File: src/rtl/clsm_pkg.sv
// constants shared by the converter lane sample mapper
// assumes a single frame clock; one frame of samples in, one frame of lane words out
`default_nettype none

package clsm_pkg;
   localparam int CLSM_CHANNELS = 4;
   localparam int CLSM_SAMPLES = 8;
   localparam int CLSM_SAMPLE_BITS = 9;
   localparam int CLSM_LANES = 8;
   localparam int CLSM_LANE_BITS = 40;
   localparam int CLSM_SMP_W = CLSM_CHANNELS * CLSM_SAMPLES * CLSM_SAMPLE_BITS;
   localparam int CLSM_MAP_W = CLSM_LANES * CLSM_LANE_BITS;
   localparam int CLSM_REC_W = CLSM_MAP_W + CLSM_LANES + 3 + 1;

   localparam logic [3:0] CLSM_MODE_4 = 4'h4;
   localparam logic [3:0] CLSM_MODE_5 = 4'h5;
   localparam logic [3:0] CLSM_MODE_6 = 4'h6;
   localparam logic [3:0] CLSM_MODE_7 = 4'h7;
   localparam logic [3:0] CLSM_MODE_8 = 4'h8;
   localparam logic [3:0] CLSM_MODE_9 = 4'h9;
   localparam logic [3:0] CLSM_MODE_10 = 4'ha;

   // slot width, lane bits per frame
   localparam int CLSM_W8 = 8;
   localparam int CLSM_W10 = 10;
   localparam int CLSM_W12 = 12;
   localparam int CLSM_LB8 = 8;
   localparam int CLSM_LB16 = 16;
   localparam int CLSM_LB24 = 24;
   localparam int CLSM_LB40 = 40;

   localparam logic CLSM_RST_VALID = 1'b0;
   localparam logic CLSM_RST_READY = 1'b0;

   typedef enum logic [1:0] {
      CLSM_PART_SINGLE = 2'h0,
      CLSM_PART_DUAL = 2'h1,
      CLSM_PART_QUAD = 2'h2
   } clsm_part_e;
endpackage : clsm_pkg

`default_nettype wire

File: src/rtl/clsm_mapper.sv
// converter lane sample mapper: one frame of channel samples to up to eight lane words
// assumes samples and configuration are synchronous to mclk; config is sampled with each frame
`default_nettype none

module clsm_mapper
   import clsm_pkg::*;
#(
   parameter int NUM_LANES = CLSM_LANES
) (
   // clock and reset
   input wire logic mclk,
   input wire logic rstn,
   // configuration
   input wire logic [3:0] link_mapping_mode,
   input wire clsm_part_e part_size,
   // sample side: sample k of channel c at bits [(c*8+k)*9 +: 9]
   input wire logic smp_valid,
   output logic smp_ready,
   input wire logic [CLSM_SMP_W-1:0] smp_data,
   // lane side: lane l at bits [l*40 +: 40], octet 0 in the top byte
   output logic lane_valid,
   input wire logic lane_ready,
   output logic [CLSM_MAP_W-1:0] lane_data,
   output logic [CLSM_LANES-1:0] lane_en,
   output logic [2:0] lane_octets,
   output logic lane_enc_64b66b
);

   if (NUM_LANES != CLSM_LANES) begin : g_bad_lanes
      $error("clsm_mapper serves exactly eight lanes");
   end

   function automatic logic [8:0] pick(logic [CLSM_SMP_W-1:0] d, int ch, int k);
      return d[(ch*CLSM_SAMPLES+k)*CLSM_SAMPLE_BITS +: CLSM_SAMPLE_BITS];
   endfunction

   // slots are laid end to end across lanes, or interleaved on lane pairs
   function automatic logic [CLSM_MAP_W-1:0] gen_map(int w, int spc, int lb, logic il, int nch,
                                                    logic [CLSM_SMP_W-1:0] d);
      logic [CLSM_MAP_W-1:0] r;
      logic [8:0] s;
      int g;
      int p;
      int ch;
      int k;
      r = '0;
      for (int l = 0; l < CLSM_LANES; l++) begin
         for (int b = 0; b < CLSM_LANE_BITS; b++) begin
            if (b < lb) begin
               if (il) begin
                  ch = l / 2;
                  k = 2 * (b / w) + (l % 2);
                  p = b % w;
               end else begin
                  g = l * lb + b;
                  ch = (g / w) / spc;
                  k = (g / w) % spc;
                  p = g % w;
               end
               // 8-bit slots take the top eight bits; wider slots pad zeros below
               if (ch < nch && p < ((w == CLSM_W8) ? 8 : 9)) begin
                  s = pick(d, ch, k);
                  r[l*CLSM_LANE_BITS + CLSM_LANE_BITS - 1 - b] = s[8-p];
               end
            end
         end
      end
      return r;
   endfunction

   function automatic logic [CLSM_LANES-1:0] gen_en(int used);
      logic [CLSM_LANES-1:0] m;
      m = '0;
      for (int l = 0; l < CLSM_LANES; l++) begin
         m[l] = (l < used);
      end
      return m;
   endfunction

   int nch;
   logic [CLSM_MAP_W-1:0] mapped;
   logic [CLSM_LANES-1:0] map_en;
   logic [2:0] map_oct;
   logic map_enc;

   always_comb begin
      unique case (part_size)
         CLSM_PART_QUAD: nch = 4;
         CLSM_PART_DUAL: nch = 2;
         default: nch = 1;
      endcase
   end

   always_comb begin
      mapped = '0;
      map_en = '0;
      map_oct = 3'h0;
      map_enc = 1'b0;
      unique case (link_mapping_mode)
         CLSM_MODE_4: begin
            mapped = gen_map(CLSM_W12, 1, CLSM_LB16, 1'b0, nch, smp_data);
            map_en = gen_en((nch * CLSM_W12 + CLSM_LB16 - 1) / CLSM_LB16);
            map_oct = 3'h2;
            map_enc = 1'b1;
         end
         CLSM_MODE_5: begin
            mapped = gen_map(CLSM_W8, 1, CLSM_LB16, 1'b0, nch, smp_data);
            map_en = gen_en((nch * CLSM_W8 + CLSM_LB16 - 1) / CLSM_LB16);
            map_oct = 3'h2;
            map_enc = 1'b1;
         end
         CLSM_MODE_6: begin
            mapped = gen_map(CLSM_W12, 2, CLSM_LB16, 1'b0, nch, smp_data);
            map_en = gen_en((nch * 2 * CLSM_W12 + CLSM_LB16 - 1) / CLSM_LB16);
            map_oct = 3'h2;
            map_enc = 1'b1;
         end
         CLSM_MODE_7: begin
            mapped = gen_map(CLSM_W8, 1, CLSM_LB8, 1'b0, nch, smp_data);
            map_en = gen_en(nch);
            map_oct = 3'h1;
            map_enc = 1'b1;
         end
         CLSM_MODE_8: begin
            mapped = gen_map(CLSM_W12, 2, CLSM_LB24, 1'b0, nch, smp_data);
            map_en = gen_en(nch);
            map_oct = 3'h3;
            map_enc = 1'b1;
         end
         CLSM_MODE_9: begin
            mapped = gen_map(CLSM_W8, 2, CLSM_LB8, 1'b0, nch, smp_data);
            map_en = gen_en(2 * nch);
            map_oct = 3'h1;
         end
         CLSM_MODE_10: begin
            mapped = gen_map(CLSM_W10, 8, CLSM_LB40, 1'b1, nch, smp_data);
            map_en = gen_en(2 * nch);
            map_oct = 3'h5;
         end
         default: begin
            // modes outside 4..10 send an empty frame with no lane enabled
            mapped = '0;
         end
      endcase
   end

   // two-entry buffer: head drives the lane ports, spare catches a frame during a stall
   logic [CLSM_REC_W-1:0] head_ff, nxt_head;
   logic [CLSM_REC_W-1:0] spare_ff, nxt_spare;
   logic head_v_ff, nxt_head_v;
   logic spare_v_ff, nxt_spare_v;
   logic rdy_ff, nxt_rdy;
   logic push;
   logic pop;
   logic [CLSM_REC_W-1:0] rec;

   always_comb begin
      rec = {map_enc, map_oct, map_en, mapped};
      push = smp_valid && rdy_ff;
      pop = head_v_ff && lane_ready;
      nxt_head = head_ff;
      nxt_head_v = head_v_ff;
      nxt_spare = spare_ff;
      nxt_spare_v = spare_v_ff;
      if (!head_v_ff || pop) begin
         if (spare_v_ff) begin
            nxt_head = spare_ff;
            nxt_head_v = 1'b1;
            nxt_spare_v = push;
            nxt_spare = rec;
         end else begin
            nxt_head_v = push;
            nxt_head = rec;
         end
      end else if (push) begin
         nxt_spare = rec;
         nxt_spare_v = 1'b1;
      end
      // ready falls as soon as the spare is taken, so no frame is ever dropped
      nxt_rdy = !nxt_spare_v;
   end

   always_ff @(posedge mclk or negedge rstn) begin
      if (!rstn) begin
         head_ff <= '0;
         spare_ff <= '0;
         head_v_ff <= CLSM_RST_VALID;
         spare_v_ff <= CLSM_RST_VALID;
         rdy_ff <= CLSM_RST_READY;
      end else begin
         head_ff <= nxt_head;
         spare_ff <= nxt_spare;
         head_v_ff <= nxt_head_v;
         spare_v_ff <= nxt_spare_v;
         rdy_ff <= nxt_rdy;
      end
   end

   assign smp_ready = rdy_ff;
   assign lane_valid = head_v_ff;
   assign lane_data = head_ff[CLSM_MAP_W-1:0];
   assign lane_en = head_ff[CLSM_MAP_W +: CLSM_LANES];
   assign lane_octets = head_ff[CLSM_MAP_W+CLSM_LANES +: 3];
   assign lane_enc_64b66b = head_ff[CLSM_REC_W-1];

   // a function result cannot be sliced, so partial samples are read straight from smp_data
   a_mode4_straddle: assert property (@(posedge mclk) disable iff (!rstn)
      (link_mapping_mode == CLSM_MODE_4 && part_size == CLSM_PART_QUAD) |->
      (mapped[39:24] == {pick(smp_data, 0, 0), 3'h0, smp_data[80:77]} && map_en == 8'h07))
      else $error("mode 4 slot straddle wrong");
   a_mode5_fill: assert property (@(posedge mclk) disable iff (!rstn)
      (link_mapping_mode == CLSM_MODE_5 && part_size == CLSM_PART_SINGLE) |->
      (mapped[39:24] == {smp_data[8:1], 8'h00} && map_en == 8'h01))
      else $error("mode 5 single fill wrong");
   a_mode6_split: assert property (@(posedge mclk) disable iff (!rstn)
      (link_mapping_mode == CLSM_MODE_6 && part_size == CLSM_PART_QUAD) |->
      (mapped[79:64] == {smp_data[13:9], 3'h0, smp_data[80:73]}))
      else $error("mode 6 nibble split wrong");
   a_mode7_lanes: assert property (@(posedge mclk) disable iff (!rstn)
      (link_mapping_mode == CLSM_MODE_7 && part_size == CLSM_PART_QUAD) |->
      (mapped[159:152] == smp_data[224:217] && map_oct == 3'h1))
      else $error("mode 7 lane D wrong");
   a_mode8_pair: assert property (@(posedge mclk) disable iff (!rstn)
      (link_mapping_mode == CLSM_MODE_8 && part_size == CLSM_PART_QUAD) |->
      (mapped[119:96] == {pick(smp_data, 2, 0), 3'h0, pick(smp_data, 2, 1), 3'h0}))
      else $error("mode 8 sample pair wrong");
   a_mode9_pair: assert property (@(posedge mclk) disable iff (!rstn)
      (link_mapping_mode == CLSM_MODE_9 && part_size == CLSM_PART_DUAL) |->
      (mapped[79:72] == smp_data[17:10] && map_en == 8'h0f && !map_enc))
      else $error("mode 9 lane pair wrong");
   a_mode10_odd: assert property (@(posedge mclk) disable iff (!rstn)
      (link_mapping_mode == CLSM_MODE_10 && part_size == CLSM_PART_QUAD) |->
      (mapped[69:60] == {pick(smp_data, 0, 3), 1'b0} && map_oct == 3'h5))
      else $error("mode 10 odd sample wrong");
   a_unused_lanes: assert property (@(posedge mclk) disable iff (!rstn)
      // only a frame that goes straight to the head shows next cycle; a stalled head is older
      (push && part_size == CLSM_PART_DUAL && !spare_v_ff && (!head_v_ff || pop)) |=>
      (lane_data[319:160] == '0 && lane_en[7:4] == 4'h0))
      else $error("lane beyond part carries data");
   a_stall_hold: assert property (@(posedge mclk) disable iff (!rstn)
      (lane_valid && !lane_ready) |=> (lane_valid && $stable(lane_data) && $stable(lane_en)))
      else $error("lane frame changed during stall");

endmodule : clsm_mapper

`default_nettype wire

File: config.mk
export PLATFORM = sky130hd
export DESIGN_NAME = clsm_mapper
export DESIGN_NICKNAME = d
export VERILOG_FILES = /design/src/rtl/clsm_pkg.sv /design/src/rtl/clsm_mapper.sv
export SDC_FILE = /design/constraint.sdc
export NUM_CORES = 1
export LEC_CHECK = 0
export BUFFER_PORTS_ARGS = -buffer_cell sky130_fd_sc_hd__buf_2
export CAP_MARGIN = 20
export CORE_UTILIZATION = 30
export DETAILED_ROUTE_END_ITERATION = 10
export PLACE_DENSITY = 0.51
export SLEW_MARGIN = 20
export SYNTH_ARGS = -nofsm -noshare
export SYNTH_HDL_FRONTEND = slang
export SYNTH_SLANG_ARGS = --single-unit
File: constraint.sdc
create_clock -name mclk -period 2.1 [get_ports mclk]
set_input_delay 0.315 -clock mclk [delete_from_list [all_inputs] [get_ports mclk]]
set_output_delay 0.315 -clock mclk [all_outputs]
set_load 0.05 [all_outputs]
==> reports/metrics.yaml <==
synth_top_cell_by_area: "dfrtp_1"
fin_nets: 4259
initial_core_util: 0.304
status: "complete, no violations"
n_fill_cell: 9571
crit_required_ns: 2.64
wl_mm: 112
post_cts_buffers: 0
whs_ns: 0.0355
hold_viol: 0
ys_warn_count: 0
ir_drop_uv: 948
crit_chain: "nand2b_4 -> nor2_1 -> a21o_4 -> buf_12 -> buf_4 -> nor2_1 -> a31oi_1"
wl_per_cell_um: 21.3
place_congestion: 0.918
drv_cap: 0
postSynthCellCount: 3135
fin_crit_sh: 0.875
synth_area_leaders: "dfrtp_1, nand2_1, o21ai_0"
maxSlewHeadroom: 0.480
clock_sinks: 621
vias: 26300
cts_max_level: 3
synth_cell_types: 71
path_common_cell: "nor2_1"
worstMarginPinSlew_ns: 0.778
rsz0062_at_grt: "false"
power_density_nw_per_um2: 1360
power_mw: 52.6
endpoint_kind: "flop"
slew_viol_final: 0
first_pass_iters: 6
yosysTopAreaCellShare: 0.546
ioPinCount: 632
cts_buffers: 76
ff2ff_setup_slack_ns: 0.26
syn_area_um2: 28400
fmax_mhz: 544
fin_skew_ns: 0.0302
hpwl_mm: 80.7
yosysSeqAreaShare: 0.546
leakagePower_nw: 18.2
setup-tns-final_ns: 0
ctsResizeCount: 0
synth_common_cells: "nand2_1, dfrtp_1, nor2_1, o21ai_0, nand3_1"
viasPerCell: 4.98
grt_pass1_wl_mm: 166
die_x_um: 310
grt_max_degree: 117
hold_buffers: 189
design.core.area_um2: 93600
cts_tree: "done"
crit_slowest_cell: "dfrtp_1"
antenna_found_initial: 7
finalNonFillerCells: 5278
setup_viol: 0
num_rows: 112
clock_latency_ns: 0.64
port_buffers: 608
dp.cells: 4944
yosysMostFrequentCell: "nand2_1"
postSynth.asyncResetShare: 1.00
dieArea_um2: 96100
die_y_um: 310
syn_area_per_cell_um2: 9.07
first_global_vias: 25400
synth_edf_count: 0
arrival_ns: 2.38
drc: 0
slowest_delay_ns: 0.41
cts-root-buf: "clkbuf_16"
ys_ff_latch: 621
drtIter0Drc: 2074
cts.clk_slew.worst_paths_ns: 0.06
areaGrowthSynthToFinish_pct: 36.3
hold_class: "in2reg"
min_period_ns: 1.84
worstPathMaxFanout: 38
worst-setup-path-type: "reg2reg"
clockBufferDepth: 3
overflow: 0
track_usage: 0.229
ys.flop_type: "dfrtp_1"
detail-route-antenna-nets: 0
worstSetupStartpointType: "flop"
layout-drive-gt1-share: 0.264
registers in the layout, indices dropped and copies added, names as in the netlist:
register / count
head_ff: 309
spare_ff: 309
lane_valid: 1
smp_ready: 1
spare_v_ff: 1
kinds of logic after synthesis:
logic type | Yosys count | share of synthesized area
AND/OR/NAND/NOR | 1330 | 0.203
AO/OA/AOI/OAI | 823 | 0.182
flip-flops | 621 | 0.546
buffers and inverters | 309 | 0.0501
multiplexers | 46 | 0.0174
adder cells (fa/ha/maj) | 4 | 0.00176
other | 1 | 0.000132
XOR/XNOR | 1 | 0.000308
critical path, delay by kind of cell (launching register included):
kind / cells / cell delay, ns
buffers and inverters: 2 / 0.49
flip-flops: 1 / 0.41
AO/OA/AOI/OAI: 2 / 0.33
AND/OR/NAND/NOR: 3 / 0.50
power by group:
part,switching (mW),internal (mW)
sequential,1.88,15.0
clock,5.47,8.20
combinational,16.3,5.78
cell type report:
cell class | instances | area, um2 | share of cell area
flip-flops and latches | 621 | 15500 | 0.401
repair buffers | 1022 | 7400 | 0.191
clock buffers | 119 | 2320 | 0.0598
inverters | 9 | 38.8 | 0.00100
well taps | 1254 | 1570 | 0.0405
multi-input cells | 2227 | 11600 | 0.300
clock inverters | 19 | 256 | 0.00662
diodes | 7 | 17.5 | 0.000452
cells in the final DEF (no fill, tap or decap), types with 21 or more instances in the layout:
cell type / n
nor2_1: 288
nand2_1: 651
clkbuf_16: 79
buf_2: 607
o31ai_1: 28
o21ai_0: 248
conb_1: 23
a22oi_1: 29
o21a_1: 54
buf_4: 164
mux2_2: 27
o211ai_1: 24
and2_1: 23
or3_1: 43
nand2_2: 31
a31oi_1: 122
a21oi_1: 190
nor3_1: 30
buf_12: 61
o211ai_2: 30
nand3_1: 212
dfrtp_1: 620
clkbuf_1: 21
dlygate4sd3_1: 189
metal layers:
layer  vias to the layer above  global-route usage  part of all wire
met4                         0              0.0934             0.037
met5                         -                   0                 0
met3                       180              0.0408             0.054
met1                     12900               0.303              0.43
li1                      12500                   -                 -
met2                       760               0.368              0.48
metrics by stage:
step / setup WS [ns] / utilization / area (um2)
floorplan: 0.107 / - / 28500
global placement: -0.187 / 0.366 / 34300
detailed placement: -0.178 / 0.366 / 34300
CTS: 0.248 / 0.414 / 38800
global route: 0.128 / 0.414 / 38800
finish: 0.262 / 0.414 / 38800
path summary, 6_finish.rpt:
path                       depth (start not counted)                        end                 startpoint
min in group asynchronous                          2   head_ff[111]$_DFFE_PN0N_                       rstn
setup reg to reg                                   7   spare_ff[76]$_DFFE_PN0P_     lane_valid$_DFFE_PN0N_
setup / recovery                                   7   spare_ff[76]$_DFFE_PN0P_     lane_valid$_DFFE_PN0N_
hold reg to reg                                    2  spare_ff[215]$_DFFE_PN0P_  spare_ff[215]$_DFFE_PN0P_
hold / removal                                     3   spare_ff[19]$_DFFE_PN0P_               smp_data[44]
max in group asynchronous                          4   head_ff[171]$_DFFE_PN0N_                       rstn
Power figures use the tool's default switching activity.
